==> src/rtl/i2rc_pkg.sv <==
// shared constants, tables and types of the two-wire rate and control block
package i2rc_pkg;

  // register offsets on the plain register port
  localparam logic [2:0] I2RC_OFF_RATE = 3'h0; // rate_register
  localparam logic [2:0] I2RC_OFF_CTRL = 3'h1; // bus_control
  localparam logic [2:0] I2RC_OFF_STAT = 3'h2; // sticky event status
  localparam logic [2:0] I2RC_OFF_MASK = 3'h3; // event mask
  localparam logic [2:0] I2RC_OFF_DATA = 3'h4; // data byte

  // bus_control field positions
  localparam int unsigned I2RC_CTL_ON = 7; // module_on_bit
  localparam int unsigned I2RC_CTL_IRQ = 6; // irq_gate_bit
  localparam int unsigned I2RC_CTL_MST = 5; // master_select
  localparam int unsigned I2RC_CTL_TX = 4; // direction, 1 transmit
  localparam int unsigned I2RC_CTL_ACK = 3; // ack_suppress
  localparam int unsigned I2RC_CTL_RS = 2; // repeat_start_request

  // status field positions
  localparam int unsigned I2RC_ST_DONE = 0; // byte finished, sticky
  localparam int unsigned I2RC_ST_ARB = 1; // arbitration lost, sticky
  localparam int unsigned I2RC_ST_RXAK = 5; // no acknowledge seen
  localparam int unsigned I2RC_ST_MSTR = 6; // currently bus master
  localparam int unsigned I2RC_ST_BUSY = 7; // bus busy

  // reset values
  localparam logic [7:0] I2RC_RATE_RST = 8'h00;
  localparam logic [7:0] I2RC_CTRL_RST = 8'h00;
  localparam logic [7:0] I2RC_MASK_RST = 8'h00;
  localparam logic [1:0] I2RC_STAT_RST = 2'h0;

  // rate_multiplier encodings
  localparam logic [1:0] I2RC_MUL_X1 = 2'h0;
  localparam logic [1:0] I2RC_MUL_X2 = 2'h1;
  localparam logic [1:0] I2RC_MUL_X4 = 2'h2;

  // rate codes of group 3 and above scale group 3 by powers of two
  localparam logic [2:0] I2RC_SCALE_GRP = 3'h3;
  localparam logic [3:0] I2RC_LAST_BIT = 4'h8; // ninth bit is the acknowledge

  // scl divider and sda hold value for rate codes 0x00 to 0x1f
  localparam logic [0:31][7:0] I2RC_DIV_TBL = {
    8'h14, 8'h16, 8'h18, 8'h1a, 8'h1c, 8'h1e, 8'h22, 8'h28,
    8'h1c, 8'h20, 8'h24, 8'h28, 8'h2c, 8'h30, 8'h38, 8'h44,
    8'h30, 8'h38, 8'h40, 8'h48, 8'h50, 8'h58, 8'h68, 8'h80,
    8'h50, 8'h60, 8'h70, 8'h80, 8'h90, 8'ha0, 8'hc0, 8'hf0};
  localparam logic [0:31][5:0] I2RC_HOLD_TBL = {
    6'h07, 6'h07, 6'h08, 6'h08, 6'h09, 6'h09, 6'h0a, 6'h0a,
    6'h07, 6'h07, 6'h09, 6'h09, 6'h0b, 6'h0b, 6'h0d, 6'h0d,
    6'h09, 6'h09, 6'h0d, 6'h0d, 6'h11, 6'h11, 6'h15, 6'h15,
    6'h09, 6'h09, 6'h11, 6'h11, 6'h19, 6'h19, 6'h21, 6'h21};

  // one register port request
  typedef struct packed {
    logic [2:0] addr; // register offset
    logic [7:0] wdata; // write data
    logic wr; // write strobe
    logic rd; // read strobe
  } i2rc_req_t;

  // master engine states
  typedef enum logic [3:0] {
    ST_IDLE = 4'b0000,
    ST_START = 4'b0001,
    ST_WAIT = 4'b0010,
    ST_LOW = 4'b0011,
    ST_HIGH = 4'b0100,
    ST_STOP1 = 4'b0101,
    ST_STOP2 = 4'b0110,
    ST_RS1 = 4'b0111,
    ST_RS2 = 4'b1000
  } i2rc_state_t;

endpackage : i2rc_pkg

==> src/rtl/i2rc_top.sv <==
// two-wire master: rate generation, bus_control behaviour, register port and interrupt
//
// How it works
// - rate code picks divider and hold value
// - bit period is multiplier times divider
// - sda changes hold cycles after scl falls
// - multiplier field selects one, two or four
// - module_on_bit enables the bus engine; register port and interrupt work without it
// - irq_gate_bit gates the interrupt request
// - master_select rising makes start, enters master
// - master_select falling makes stop, leaves master
// - direction bit: zero receive, one transmit
// - ack_suppress sets acknowledge level when receiving
// - repeat_start_request makes repeated start as master
// - repeat_start_request self-clears, always reads zero
// - misplaced repeated start counts as arbitration lost
//
// The implementer's own choices: the strobed register port and the placing of the registers.
`timescale 1ns/1ps
module i2rc_top (
  input wire logic CLOCK_IN, // 10 MHz bus clock
  input wire logic RSTN_IN, // async reset, active low
  input wire i2rc_pkg::i2rc_req_t BUS_REQ_IN, // register port request
  output logic [7:0] RDATA_OUT, // read data, cycle after strobe
  output logic IRQ_OUT, // interrupt request level
  input wire logic SCL_IN, // scl pin level
  input wire logic SDA_IN, // sda pin level
  output logic SCL_OUT, // scl drive value, always low
  output logic SCL_OE_OUT, // high while pulling scl low
  output logic SDA_OUT, // sda drive value, always low
  output logic SDA_OE_OUT // high while pulling sda low
);
  import i2rc_pkg::*;

  // software registers
  logic [7:0] rate_q; // rate_multiplier and rate_code
  logic [7:0] ctrl_q; // bus_control
  logic [1:0] stat_q; // sticky events
  logic [7:0] mask_q; // event mask
  logic [7:0] rdata_q; // read data
  logic irq_q; // interrupt output
  logic pin_q; // open-drain drive value
  // pin synchronisers and filtered levels
  logic [2:0] scl_m_q; // scl sampling chain
  logic [2:0] sda_m_q; // sda sampling chain
  logic scl_s_q; // filtered scl
  logic sda_s_q; // filtered sda
  logic sda_p_q; // filtered sda, previous
  logic busy_q; // start seen, stop not yet
  // engine
  i2rc_state_t state_q; // engine state
  logic [13:0] cnt_q; // phase counter
  logic [13:0] half_q; // active half bit period
  logic [9:0] hold_q; // active sda hold
  logic [3:0] bitn_q; // bit within byte
  logic [7:0] shift_q; // byte shifter
  logic [7:0] rx_q; // last received byte
  logic scl_low_q; // pulling scl low
  logic sda_low_q; // pulling sda low
  logic mst_q; // engine owns the bus
  logic rxak_q; // no acknowledge seen
  logic ev_done_q; // byte finished pulse
  logic ev_arb_q; // arbitration lost pulse
  // decoded strobes and rate arithmetic
  logic wr_rate, wr_ctrl, wr_stat, wr_mask, wr_data, rd_data;
  logic [2:0] grp; // rate code group
  logic [2:0] sh; // scaling shift for upper groups
  logic [4:0] idx; // table index
  logic [11:0] div_c; // scl divider
  logic [9:0] hold_c; // sda hold value
  logic [13:0] per_c; // bus clocks per bit
  logic cur_bit; // level of the bit in flight
  logic start_go; // software asks for a start

  // address decode of the register port
  always_comb begin
    wr_rate = 1'b0;
    wr_ctrl = 1'b0;
    wr_stat = 1'b0;
    wr_mask = 1'b0;
    wr_data = 1'b0;
    rd_data = 1'b0;
    if (BUS_REQ_IN.addr == I2RC_OFF_RATE) begin
      wr_rate = BUS_REQ_IN.wr;
    end else if (BUS_REQ_IN.addr == I2RC_OFF_CTRL) begin
      wr_ctrl = BUS_REQ_IN.wr;
    end else if (BUS_REQ_IN.addr == I2RC_OFF_STAT) begin
      wr_stat = BUS_REQ_IN.wr;
    end else if (BUS_REQ_IN.addr == I2RC_OFF_MASK) begin
      wr_mask = BUS_REQ_IN.wr;
    end else if (BUS_REQ_IN.addr == I2RC_OFF_DATA) begin
      wr_data = BUS_REQ_IN.wr;
      rd_data = BUS_REQ_IN.rd;
    end
  end

  // divider and hold from the code; upper groups double group 3 per step
  always_comb begin
    grp = rate_q[5:3];
    if (grp >= I2RC_SCALE_GRP) begin
      sh = grp - I2RC_SCALE_GRP;
      idx = {2'h3, rate_q[2:0]};
    end else begin
      sh = 3'h0;
      idx = rate_q[4:0];
    end
    div_c = {4'h0, I2RC_DIV_TBL[idx]} << sh;
    hold_c = (({4'h0, I2RC_HOLD_TBL[idx]} - 10'h001) << sh) + 10'h001;
    // x4 of the largest divider still fits the 14-bit period, no bits dropped
    if (rate_q[7:6] == I2RC_MUL_X2) begin
      per_c = {1'b0, div_c, 1'b0};
    end else if (rate_q[7:6] == I2RC_MUL_X4) begin
      per_c = {div_c, 2'h0};
    end else begin
      per_c = {2'h0, div_c}; // reserved code runs as x1
    end
  end

  // level of the bit now on the wire, acknowledge slot last
  always_comb begin
    if (bitn_q < I2RC_LAST_BIT) begin
      cur_bit = ctrl_q[I2RC_CTL_TX] ? shift_q[7] : 1'b1;
    end else begin
      cur_bit = ctrl_q[I2RC_CTL_TX] ? 1'b1 : ctrl_q[I2RC_CTL_ACK];
    end
    start_go = wr_ctrl && BUS_REQ_IN.wdata[I2RC_CTL_MST] && BUS_REQ_IN.wdata[I2RC_CTL_ON]
               && ctrl_q[I2RC_CTL_ON] && !ctrl_q[I2RC_CTL_MST];
  end

  // pin sampling: a change counts once second and third stage agree
  always_ff @(posedge CLOCK_IN or negedge RSTN_IN) begin
    if (!RSTN_IN) begin
      scl_m_q <= 3'h7;
      sda_m_q <= 3'h7;
      scl_s_q <= 1'b1;
      sda_s_q <= 1'b1;
      sda_p_q <= 1'b1;
    end else begin
      scl_m_q <= {scl_m_q[1:0], SCL_IN};
      sda_m_q <= {sda_m_q[1:0], SDA_IN};
      if (scl_m_q[1] == scl_m_q[2]) begin
        scl_s_q <= scl_m_q[2];
      end
      if (sda_m_q[1] == sda_m_q[2]) begin
        sda_s_q <= sda_m_q[2];
      end
      sda_p_q <= sda_s_q;
    end
  end

  // bus busy from start and stop seen on the wire, any master
  always_ff @(posedge CLOCK_IN or negedge RSTN_IN) begin
    if (!RSTN_IN) begin
      busy_q <= 1'b0;
    end else if (!ctrl_q[I2RC_CTL_ON]) begin
      busy_q <= 1'b0;
    end else if (scl_s_q && sda_p_q && !sda_s_q) begin
      busy_q <= 1'b1; // start
    end else if (scl_s_q && !sda_p_q && sda_s_q) begin
      busy_q <= 1'b0; // stop
    end
  end

  // rate latch: only between bytes so one byte keeps one bit period
  always_ff @(posedge CLOCK_IN or negedge RSTN_IN) begin
    if (!RSTN_IN) begin
      half_q <= 14'h000a;
      hold_q <= 10'h007;
    end else if (state_q == ST_IDLE || state_q == ST_WAIT) begin
      half_q <= {1'b0, per_c[13:1]};
      hold_q <= hold_c;
    end
  end

  // rate and mask registers
  always_ff @(posedge CLOCK_IN or negedge RSTN_IN) begin
    if (!RSTN_IN) begin
      rate_q <= I2RC_RATE_RST;
      mask_q <= I2RC_MASK_RST;
    end else begin
      if (wr_rate) begin
        rate_q <= BUS_REQ_IN.wdata;
      end
      if (wr_mask) begin
        mask_q <= BUS_REQ_IN.wdata;
      end
    end
  end

  // bus_control: master_select only sets while enabled, lost bus clears it
  always_ff @(posedge CLOCK_IN or negedge RSTN_IN) begin
    if (!RSTN_IN) begin
      ctrl_q <= I2RC_CTRL_RST;
    end else begin
      if (wr_ctrl) begin
        ctrl_q <= BUS_REQ_IN.wdata;
        ctrl_q[I2RC_CTL_RS] <= 1'b0;
        ctrl_q[I2RC_CTL_MST] <= BUS_REQ_IN.wdata[I2RC_CTL_MST] && BUS_REQ_IN.wdata[I2RC_CTL_ON]
                                && ctrl_q[I2RC_CTL_ON];
      end
      if (ev_arb_q) begin
        ctrl_q[I2RC_CTL_MST] <= 1'b0; // back to slave on loss
      end
    end
  end

  // sticky events: a set in the clearing cycle wins
  always_ff @(posedge CLOCK_IN or negedge RSTN_IN) begin
    if (!RSTN_IN) begin
      stat_q <= I2RC_STAT_RST;
    end else begin
      stat_q <= (stat_q & ~(wr_stat ? BUS_REQ_IN.wdata[1:0] : 2'h0)) | {ev_arb_q, ev_done_q};
    end
  end

  // interrupt level, gated by irq_gate_bit
  always_ff @(posedge CLOCK_IN or negedge RSTN_IN) begin
    if (!RSTN_IN) begin
      irq_q <= 1'b0;
    end else begin
      irq_q <= ctrl_q[I2RC_CTL_IRQ] && ((stat_q & mask_q[1:0]) != 2'h0);
    end
  end

  // read data one cycle after the strobe; unmapped offsets read zero
  always_ff @(posedge CLOCK_IN or negedge RSTN_IN) begin
    if (!RSTN_IN) begin
      rdata_q <= 8'h00;
      pin_q <= 1'b0;
    end else begin
      pin_q <= 1'b0; // open drain only ever drives low
      if (!BUS_REQ_IN.rd) begin
        rdata_q <= 8'h00;
      end else if (BUS_REQ_IN.addr == I2RC_OFF_RATE) begin
        rdata_q <= rate_q;
      end else if (BUS_REQ_IN.addr == I2RC_OFF_CTRL) begin
        rdata_q <= ctrl_q & 8'hfb;
      end else if (BUS_REQ_IN.addr == I2RC_OFF_STAT) begin
        rdata_q <= {busy_q, mst_q, rxak_q, 3'h0, stat_q};
      end else if (BUS_REQ_IN.addr == I2RC_OFF_MASK) begin
        rdata_q <= mask_q;
      end else if (BUS_REQ_IN.addr == I2RC_OFF_DATA) begin
        rdata_q <= rx_q;
      end else begin
        rdata_q <= 8'h00;
      end
    end
  end

  // master engine: start, nine-bit bytes, repeated start, stop, arbitration
  always_ff @(posedge CLOCK_IN or negedge RSTN_IN) begin
    if (!RSTN_IN) begin
      state_q <= ST_IDLE;
      cnt_q <= 14'h0000;
      bitn_q <= 4'h0;
      shift_q <= 8'h00;
      rx_q <= 8'h00;
      scl_low_q <= 1'b0;
      sda_low_q <= 1'b0;
      mst_q <= 1'b0;
      rxak_q <= 1'b0;
      ev_done_q <= 1'b0;
      ev_arb_q <= 1'b0;
    end else begin
      ev_done_q <= 1'b0;
      ev_arb_q <= 1'b0;
      cnt_q <= cnt_q + 14'h0001;
      if (!ctrl_q[I2RC_CTL_ON]) begin
        state_q <= ST_IDLE;
        scl_low_q <= 1'b0;
        sda_low_q <= 1'b0;
        mst_q <= 1'b0;
        cnt_q <= 14'h0000;
      end else if (wr_ctrl && BUS_REQ_IN.wdata[I2RC_CTL_RS] && mst_q && state_q != ST_WAIT) begin
        state_q <= ST_IDLE;
        scl_low_q <= 1'b0;
        sda_low_q <= 1'b0;
        mst_q <= 1'b0;
        ev_arb_q <= 1'b1;
      end else begin
        case (state_q)
          ST_IDLE: begin
            cnt_q <= 14'h0000;
            if (start_go && scl_s_q && sda_s_q && !busy_q) begin
              sda_low_q <= 1'b1;
              mst_q <= 1'b1;
              state_q <= ST_START;
            end else if (start_go) begin
              ev_arb_q <= 1'b1; // bus taken by someone else
            end
          end
          ST_START: begin
            if (cnt_q >= half_q - 14'h0001) begin
              scl_low_q <= 1'b1;
              cnt_q <= 14'h0000;
              state_q <= ST_WAIT;
            end
          end
          ST_WAIT: begin
            cnt_q <= 14'h0000;
            if (wr_ctrl && BUS_REQ_IN.wdata[I2RC_CTL_RS]) begin
              state_q <= ST_RS1;
            end else if (!ctrl_q[I2RC_CTL_MST]) begin
              sda_low_q <= 1'b1;
              state_q <= ST_STOP1;
            end else if (wr_data && ctrl_q[I2RC_CTL_TX]) begin
              shift_q <= BUS_REQ_IN.wdata;
              bitn_q <= 4'h0;
              state_q <= ST_LOW;
            end else if (rd_data && !ctrl_q[I2RC_CTL_TX]) begin
              shift_q <= 8'hff;
              bitn_q <= 4'h0;
              state_q <= ST_LOW;
            end
          end
          ST_LOW: begin
            // counter reads zero in the first low cycle, so hold-1 lands the change hold periods after scl falls
            if (cnt_q == {4'h0, hold_q} - 14'h0001) begin
              sda_low_q <= !cur_bit;
            end
            if (cnt_q >= half_q - 14'h0001) begin
              scl_low_q <= 1'b0;
              cnt_q <= 14'h0000;
              state_q <= ST_HIGH;
            end
          end
          ST_HIGH: begin
            if (!scl_s_q) begin
              cnt_q <= 14'h0000; // stretched by a slave
            end else if (cnt_q >= half_q - 14'h0001) begin
              cnt_q <= 14'h0000;
              if (ctrl_q[I2RC_CTL_TX] && bitn_q < I2RC_LAST_BIT && cur_bit && !sda_s_q) begin
                state_q <= ST_IDLE; // another master drove low
                sda_low_q <= 1'b0;
                mst_q <= 1'b0;
                ev_arb_q <= 1'b1;
              end else begin
                scl_low_q <= 1'b1;
                if (bitn_q < I2RC_LAST_BIT) begin
                  shift_q <= {shift_q[6:0], sda_s_q};
                  bitn_q <= bitn_q + 4'h1;
                  state_q <= ST_LOW;
                end else begin
                  if (ctrl_q[I2RC_CTL_TX]) begin
                    rxak_q <= sda_s_q;
                  end else begin
                    rx_q <= shift_q;
                  end
                  ev_done_q <= 1'b1;
                  state_q <= ST_WAIT;
                end
              end
            end
          end
          ST_STOP1: begin
            if (cnt_q >= half_q - 14'h0001) begin
              scl_low_q <= 1'b0;
              cnt_q <= 14'h0000;
              state_q <= ST_STOP2;
            end
          end
          ST_STOP2: begin
            if (!scl_s_q) begin
              cnt_q <= 14'h0000;
            end else if (cnt_q >= half_q - 14'h0001) begin
              sda_low_q <= 1'b0;
              mst_q <= 1'b0;
              state_q <= ST_IDLE;
            end
          end
          ST_RS1: begin
            if (cnt_q == {4'h0, hold_q} - 14'h0001) begin
              sda_low_q <= 1'b0;
            end
            if (cnt_q >= half_q - 14'h0001) begin
              scl_low_q <= 1'b0;
              cnt_q <= 14'h0000;
              state_q <= ST_RS2;
            end
          end
          ST_RS2: begin
            if (!scl_s_q) begin
              cnt_q <= 14'h0000;
            end else if (cnt_q >= half_q - 14'h0001) begin
              sda_low_q <= 1'b1;
              cnt_q <= 14'h0000;
              state_q <= ST_START;
            end
          end
          default: begin
            state_q <= ST_IDLE;
          end
        endcase
      end
    end
  end

  // outputs straight from flip-flops
  assign RDATA_OUT = rdata_q;
  assign IRQ_OUT = irq_q;
  assign SCL_OUT = pin_q;
  assign SDA_OUT = pin_q;
  assign SCL_OE_OUT = scl_low_q;
  assign SDA_OE_OUT = sda_low_q;

  // checks beside the logic
  AST_RATE_LOW: assert property (@(posedge CLOCK_IN) disable iff (!RSTN_IN)
    (state_q == ST_IDLE && rate_q == 8'h00) |=> (half_q == 14'h000a && hold_q == 10'h007))
    else $error("rate code 0x00 gives wrong period or hold");
  AST_RATE_TOP: assert property (@(posedge CLOCK_IN) disable iff (!RSTN_IN)
    ((state_q == ST_IDLE || state_q == ST_WAIT) && rate_q == 8'h3f) |=> (half_q == 14'h0780 && hold_q == 10'h201))
    else $error("rate code 0x3f gives wrong period or hold");
  AST_MUL_TWO: assert property (@(posedge CLOCK_IN) disable iff (!RSTN_IN)
    (state_q == ST_WAIT && rate_q == 8'h4b) |=> (half_q == 14'h0028))
    else $error("multiplier two with code 0x0b gives wrong period");
  AST_SDA_HOLD: assert property (@(posedge CLOCK_IN) disable iff (!RSTN_IN)
    ($past(state_q) == ST_LOW && state_q == ST_LOW && $changed(sda_low_q))
    |-> ($past(cnt_q) == {4'h0, $past(hold_q)} - 14'h0001))
    else $error("sda moved away from the hold point");
  AST_RATE_STEADY: assert property (@(posedge CLOCK_IN) disable iff (!RSTN_IN)
    (state_q == ST_LOW || state_q == ST_HIGH) |=> $stable(half_q) && $stable(hold_q))
    else $error("rate changed inside a byte");
  AST_OFF_RELEASE: assert property (@(posedge CLOCK_IN) disable iff (!RSTN_IN)
    !ctrl_q[I2RC_CTL_ON] |=> (!SCL_OE_OUT && !SDA_OE_OUT && state_q == ST_IDLE))
    else $error("disabled controller still drives the bus");
  AST_IRQ_GATE: assert property (@(posedge CLOCK_IN) disable iff (!RSTN_IN)
    !ctrl_q[I2RC_CTL_IRQ] |=> !IRQ_OUT)
    else $error("interrupt raised while gated off");
  AST_START_GEN: assert property (@(posedge CLOCK_IN) disable iff (!RSTN_IN)
    (state_q == ST_IDLE && start_go && scl_s_q && sda_s_q && !busy_q)
    |=> (state_q == ST_START && SDA_OE_OUT && !SCL_OE_OUT && mst_q))
    else $error("start not generated on master select");
  AST_STOP_GEN: assert property (@(posedge CLOCK_IN) disable iff (!RSTN_IN)
    (state_q == ST_WAIT && ctrl_q[I2RC_CTL_ON] && !ctrl_q[I2RC_CTL_MST] && !wr_ctrl) |=> state_q == ST_STOP1)
    else $error("stop not begun after master select cleared");
  AST_RS_READ: assert property (@(posedge CLOCK_IN) disable iff (!RSTN_IN)
    (BUS_REQ_IN.rd && BUS_REQ_IN.addr == I2RC_OFF_CTRL) |=> !RDATA_OUT[I2RC_CTL_RS])
    else $error("repeat start bit read back as one");
  AST_RS_LOST: assert property (@(posedge CLOCK_IN) disable iff (!RSTN_IN)
    (ctrl_q[I2RC_CTL_ON] && wr_ctrl && BUS_REQ_IN.wdata[I2RC_CTL_RS] && mst_q && state_q == ST_HIGH)
    |=> (state_q == ST_IDLE && !mst_q) ##1 stat_q[I2RC_ST_ARB])
    else $error("misplaced repeated start not reported as lost");
  AST_ACK_LEVEL: assert property (@(posedge CLOCK_IN) disable iff (!RSTN_IN)
    (state_q == ST_LOW && bitn_q == I2RC_LAST_BIT && !ctrl_q[I2RC_CTL_TX] && cnt_q == {4'h0, hold_q} - 14'h0001
     && cnt_q < half_q - 14'h0001) |=> (SDA_OE_OUT == !ctrl_q[I2RC_CTL_ACK]))
    else $error("acknowledge slot level wrong");

endmodule : i2rc_top

==> config.mk <==
export PLATFORM = sky130hd
export DESIGN_NAME = i2rc_top
export DESIGN_NICKNAME = d
export VERILOG_FILES = /design/src/rtl/i2rc_pkg.sv /design/src/rtl/i2rc_top.sv
export SDC_FILE = /design/constraint.sdc
export NUM_CORES = 1
export LEC_CHECK = 0
export ABC_CLOCK_PERIOD_IN_PS = 10500
export BUFFER_PORTS_ARGS = -buffer_cell sky130_fd_sc_hd__buf_2
export CAP_MARGIN = 20
export CORE_MARGIN = 2
export CORE_UTILIZATION = 35
export CTS_CLUSTER_DIAMETER = 60
export DETAILED_ROUTE_END_ITERATION = 10
export GPL_ROUTABILITY_DRIVEN = 0
export SYNTH_ARGS = -nofsm -noshare
export SYNTH_HDL_FRONTEND = slang
export SYNTH_SLANG_ARGS = --single-unit
==> constraint.sdc <==
create_clock -name CLOCK_IN -period 10.5 [get_ports CLOCK_IN]
set_input_delay 3.15 -clock CLOCK_IN [delete_from_list [all_inputs] [get_ports CLOCK_IN]]
set_output_delay 3.15 -clock CLOCK_IN [all_outputs]
set_load 0.05 [all_outputs]
# Yosys cells after proc, flatten, opt, wreduce, memory -nomap -nowiden
# Memories as Yosys holds them, arrays and structs flattened.
# Cells that the tools add are included.
dict set report totals {
  register_bits 111
  latch_bits 0
  ramBits 0
  rom_bits 448
  inputBits 17
  elab_cells 269
  n_memories 2
}
# memory depth word_bits rd rd_ports_with_merged_regs wr line_no
set memory_table {}
lappend memory_table {{(no name shown)} 32 8 1 0 0 i2rc_top.sv:107} ;# div_c = {4'h0, I2RC_DIV_TBL[idx]} << sh;
lappend memory_table {{(no name shown)} 32 6 1 0 0 i2rc_top.sv:108} ;# hold_c = (({4'h0, I2RC_HOLD_TBL[idx]} - 10'h001) << sh) + 10'h001;
dict set report classes {
  add_sub_neg 7
  multipliers 0
  div_mod_pow 0
  n_lt_le_gt_ge 4
  eq_ne 48
  shifts 2
  muxes 126
  bitwise 9
  reduce_logical 45
}
# cell n
set op_table {}
lappend op_table {{$mux 8} 16}
lappend op_table {{$mux 4} 25}
lappend op_table {{$mux 14} 7}
lappend op_table {{$mux 1} 63}
lappend op_table {{$ne 4x4->1 const B} 14}
lappend op_table {{$pmux 14 s4} 1}
lappend op_table {{$pmux 4 s9} 1}
lappend op_table {{$logic_and 1x1->1} 22}
lappend op_table {{$mux 6} 3}
lappend op_table {{$eq 4x3->1 const B} 4}
lappend op_table {{$pmux 8 s2} 1}
lappend op_table {{$reduce_and 8->1} 2}
lappend op_table {{$add 14x1->14 const B} 1}
lappend op_table {{$eq 14x14->1} 1}
lappend op_table {{$ge 14x14->1} 1}
lappend op_table {{$sub 13x1->14 const B} 1}
lappend op_table {{$reduce_and 13->1} 1}
lappend op_table {{$ne 2x2->1 const B} 6}
lappend op_table {{$ne 4x2->1 const B} 3}
lappend op_table {{$reduce_and 12->1} 1}
lappend op_table {{$shl 8x3->12} 1}
lappend op_table {{$sub 10x1->11 const B} 1}
lappend op_table {{$add 10x1->10 const B} 1}
lappend op_table {{$reduce_and 10->1} 1}
lappend op_table {{44 further kinds} 63}

# Logic depth before layout (Yosys ltp)
dict set report depth {
  depth_word 14
  ltp_mapped 17
  depth_no_buf 13
}

# Worst setup path before layout
# No wires, ideal clock.
dict set report synth_path {
  kind {input to register}
  startpoint {input BUS_REQ_IN[11] (netlist bit)}
  endpoint {register rx_q[0]}
  setup_ns 0.128
  arrival_time_ns 4.816
  t_required_ns 10.372
  path_slack_ns 5.557
  path_stages 7
  path_buffers 1
  path_cell_list {and4bb_2 -> nand3_1 -> o21ai_2 -> buf_6 -> or4_1 -> nor2_2 -> mux2_1}
}
dict set report synth_via {
  elab_chain_cells 8
  word_cells_on_any_way 9
}
# item line_no
set synth_lines {}
lappend synth_lines {{start, declared} i2rc_top.sv:23} ;# input wire i2rc_pkg::i2rc_req_t BUS_REQ_IN,
lappend synth_lines {{$eq 3x1->1} i2rc_top.sv:85} ;# end else if (BUS_REQ_IN.addr == I2RC_OFF_CTRL) begin
lappend synth_lines {{$mux 1} i2rc_top.sv:85}
lappend synth_lines {{$mux 1 *} i2rc_top.sv:83} ;# if (BUS_REQ_IN.addr == I2RC_OFF_RATE) begin
lappend synth_lines {{$logic_and 1x1->1 * (3 in series)} i2rc_top.sv:274} ;# end else if (wr_ctrl && BUS_REQ_IN.wdata[I2RC_CTL_RS] && mst_q && state_q != ST_WAIT) begin
lappend synth_lines {{$not 1->1 (no line) *} --}
lappend synth_lines {{$reduce_and 8->1 (no line) *} --}
lappend synth_lines {{end signal, assigned} i2rc_top.sv:347} ;# rx_q <= shift_q;
lappend synth_lines {{end, declared} i2rc_top.sv:57} ;# logic [7:0] rx_q;
# Every way passes the cells marked *; elsewhere a longest branch is shown, timed or not.
# A chain may end at the register's enable or synchronous reset.

# Final worst setup path
dict set report layout_path {
  startpoint {input BUS_REQ_IN[10] (netlist bit)}
  endpoint {register state_q[3]}
}
dict set report layout_via {
  elab_chain_cells 13
  word_cells_on_any_way 48
}
# item line_no
set layout_lines {}
lappend layout_lines {{$eq 3x3->1} i2rc_top.sv:91} ;# end else if (BUS_REQ_IN.addr == I2RC_OFF_DATA) begin
lappend layout_lines {{$mux 1} i2rc_top.sv:91}
lappend layout_lines {{$mux 1} i2rc_top.sv:89} ;# end else if (BUS_REQ_IN.addr == I2RC_OFF_MASK) begin
lappend layout_lines {{$mux 1} i2rc_top.sv:87} ;# end else if (BUS_REQ_IN.addr == I2RC_OFF_STAT) begin
lappend layout_lines {{$mux 1} i2rc_top.sv:85}
lappend layout_lines {{$mux 1} i2rc_top.sv:83}
lappend layout_lines {{$logic_and 1x1->1} i2rc_top.sv:306} ;# end else if (wr_data && ctrl_q[I2RC_CTL_TX]) begin
lappend layout_lines {{$mux 4} i2rc_top.sv:306}
lappend layout_lines {{$mux 4} i2rc_top.sv:303} ;# end else if (!ctrl_q[I2RC_CTL_MST]) begin
lappend layout_lines {{$mux 4} i2rc_top.sv:301} ;# if (wr_ctrl && BUS_REQ_IN.wdata[I2RC_CTL_RS]) begin
lappend layout_lines {{$pmux 4 s9} i2rc_top.sv:281} ;# case (state_q)
lappend layout_lines {{$mux 4} i2rc_top.sv:274}
lappend layout_lines {{$mux 4} i2rc_top.sv:268} ;# if (!ctrl_q[I2RC_CTL_ON]) begin
lappend layout_lines {{end signal, assigned} i2rc_top.sv:269} ;# state_q <= ST_IDLE;
lappend layout_lines {{end signal, assigned} i2rc_top.sv:275} ;# state_q <= ST_IDLE;
lappend layout_lines {{end signal, assigned} i2rc_top.sv:302} ;# state_q <= ST_RS1;
lappend layout_lines {{end, declared} i2rc_top.sv:51} ;# i2rc_state_t state_q;
# Several ways; a longest one is shown, not always the timed one.

==> run metrics <==
# hold bufs at CTS=0; footprint of the multi-input gates=approximately 4300 um2; Final TNS setup=0 ns; antenna cells=0; met3 WL=approximately 880 um; root buffer cell=clkbuf_16; Clock Latency Late Sink=roughly 0.37 ns; Syn Inst Count=827; largest family of logic cells by synthesized area=simple AND/OR/NAND/NOR gates; # IOs=30; Hold Path Sink=sda_m_q[1]; post-synth top area share=about a third; P per Cell Area=~220 nW/um2; P&R area growth vs syn=8.55%; dpl hpwl=13800 um; R2R cell count=11; CTS clk-pin slew, worst paths=about 0.09 ns; status=completed; DR pass1 iterations=4; post-synthesis simple-gate area fraction=22.0%; Critical Path AT=5.73 ns; drt wl/cell=16.8 um; asr flop ratio synth=100%; Post-CTS Resized=0; vias in the first global route=5744; Yosys reg bits=111; DR vias=6053; adder-cell share of the synthesized area=under 10%; met1 wire length=8970 um; Max Used Layer=met4; number of distinct library cells after synthesis=85; hold path cells=0; share of cells above drive strength 1=13.3%; first-pass GRT wire length=~31000 um; DRT antenna net count=0; Post-CTS Setup Repair Bufs=0; most frequent cells in the layout=97 x dfrtp_1, 86 x nor2_1, 73 x nand2_1, 42 x a21oi_1, 29 x inv_1; Reg area=between 2000 and 3000 um2; Rel. slew slack=44.6%; Synth Area in XOR/XNOR=4.70%; Tcrit/Tclk final=a little over half; 1st-iter DRT viols=416; Net count, final=870; CP top delay family=compound AO/OA/AOI/OAI gates; Tot Pwr=1.79 mW; vias per std cell=5.48; worst r2r src=rate_q[5]; Post-Syn Area per Cell=approximately 9.0 um2; Routed WL=18600 um; unrepaired setup endpoints after global routing=no; top_reg_cell synth=dfrtp_1; worst-path fanout max=13; CP max stage cell=o21ai_2; mux share of post-synthesis cell area=under 10%; Critical path buffers and inverters=2; clock buffers created by TritonCTS=9; HP Class=reg -> reg; FMAX=0.183 GHz; critical path class=in -> reg; cell taking the most area after synthesis=dfrtp_1; largest net degree at the start of global routing=60; row count=53; CP Cell Sequence=buf_2 > and4bb_2 > nand3_1 > o21ai_2 > nand3b_1 > inv_2 > a211oi_1 > o21ai_1 > mux2_1; Max Cap Violations=0; Synth Cell Area=between 7000 and 8000 um2; global-route usage over all layers=17.4%; slew at the pin with the worst max-slew slack=0.826 ns; total clock sinks=111; clock skew=approximately 0.018 ns; GRT overflow=0; core box area=21000 um2; CP max stage delay=0.48 ns; # fillers=2178; YS warnings=0; met2 WL post-DR=8540 um; final hold vios=0; Leak=3.38 nW; Pins Over Slew Limit=0; CP Data Required Time=10.76 ns; Initial Util=35.6%; commonest non-fill, non-tap cell in the layout=dfrtp_1; startpoint types=input port; post-route DRC violation count=0; Period minus WS final=about 5.5 ns; sequential area share after synthesis=between 30% and 40%; start point of the worst hold path=sda_m_q[0]; top cells by area, synth=dfrtp_1 33%, dfstp_2 4.9%, ha_1 4.7%; Die W=between 100 and 150 um; IO Port Bufs=27; CP endpoint kind=register; clock buffer depth=2; Synth Area in Compound Gates=17.9%; # H-tree levels=3; FF-to-FF End=hold_q[6]; Post-synth EDFFs=0; initial antenna violation count=0; # setup viols final=0; Worst IR Drop VDD=83.5 uV; die area=22500 um2; chip height=150 um; CTS tree=yes; R2R setup slack=slightly above 6 ns
## stage by stage
| stage | hold slack (ns) | cells | util, % | cell area [um2] | setup slack [ns] |
|---|---|---|---|---|---|
| CTS | 0.363 | 1105 | 38.6 | 8090 | 5.07 |
| detailed placement | 0.349 | 1089 | 37.1 | 7770 | 4.69 |
| global placement | 0.348 | 1089 | 37.1 | 7770 | 4.75 |
| floorplan | 0.345 | 828 | - | 7450 | 5.56 |
| global route | 0.370 | 1105 | 38.6 | 8090 | 4.82 |
| finish | 0.361 | 1105 | 38.6 | 8090 | 5.03 |
## cell usage after synthesis, types with 4 or more instances
master / instances
o22ai_1: 14
mux2_1: 13
ha_1: 28
inv_1: 29
o211ai_1: 5
a21o_1: 7
and2_1: 15
clkbuf_1: 33
o21ai_0: 28
buf_2: 5
and3_1: 6
a21oi_1: 42
o21a_1: 9
dfrtp_1: 97
mux4_2: 7
xnor2_1: 22
dfstp_2: 14
nand2b_1: 8
a31oi_1: 4
nor3b_1: 4
o32ai_1: 4
nand2_1: 73
mux2i_1: 14
nor3_1: 28
xor2_1: 18
or4_1: 7
nor2b_1: 22
nor4_1: 9
a211o_1: 4
mux2_2: 15
inv_2: 4
a211oi_1: 16
nand4_1: 12
or3_1: 6
o21ai_1: 24
nor2_1: 86
a32o_1: 4
nand3_1: 16
## final cells by class
| class | count | share of cell area (%) |
|---|---|---|
| clock buffer | 9 | 2.79 |
| sequential | 111 | 34.6 |
| clock inverter | 7 | 1.16 |
| timing repair buffer | 32 | 2.17 |
| multi-input combinational | 638 | 53.5 |
| inverter | 33 | 1.53 |
| tap | 275 | 4.25 |
## worst max-delay path by stage
stage	start	endpoint	slack, ns	cells past startpoint
floorplan	BUS_REQ_IN[11]	rx_q[0]	5.56	7
global placement	BUS_REQ_IN[10]	state_q[3]	4.75	9
detailed placement	BUS_REQ_IN[10]	state_q[0]	4.69	9
CTS	BUS_REQ_IN[10]	state_q[3]	5.07	9
global route	BUS_REQ_IN[10]	state_q[3]	4.82	9
finish	BUS_REQ_IN[10]	state_q[3]	5.03	9
## per-layer routing
metal / vias to the layer above / global-route usage [%]
li1: 2987 / -
met1: 2900 / 25.5
met2: 152 / 27.5
met3: 14 / 2.44
met4: 0 / 3.40
met5: - / 0
## cell families after synthesis
| group | Yosys count |
|---|---|
| buf+inv | 79 |
| simple gates | 319 |
| fa+ha+maj | 30 |
| compound gates | 197 |
| mux | 50 |
| xor+xnor | 40 |
| other cells | 1 |
| flops | 111 |
## power by group
part | switching, mW | internal [mW]
sequential | 0.118 | 0.509
combinational | 0.466 | 0.324
clock | 0.193 | 0.177
total | 0.777 | 1.01
## state kept, by name, indices dropped and copies added, names as in the netlist, 2 cells and up
| register | cells |
|---|---|
| sda_m_q | 3 |
| rx_q | 8 |
| ctrl_q | 7 |
| hold_q | 10 |
| shift_q | 8 |
| state_q | 4 |
| half_q | 13 |
| scl_m_q | 3 |
| bitn_q | 4 |
| rate_q | 8 |
| RDATA_OUT | 8 |
| stat_q | 2 |
| mask_q | 8 |
| cnt_q | 14 |
Note: power is estimated with default switching activity, not from simulation.
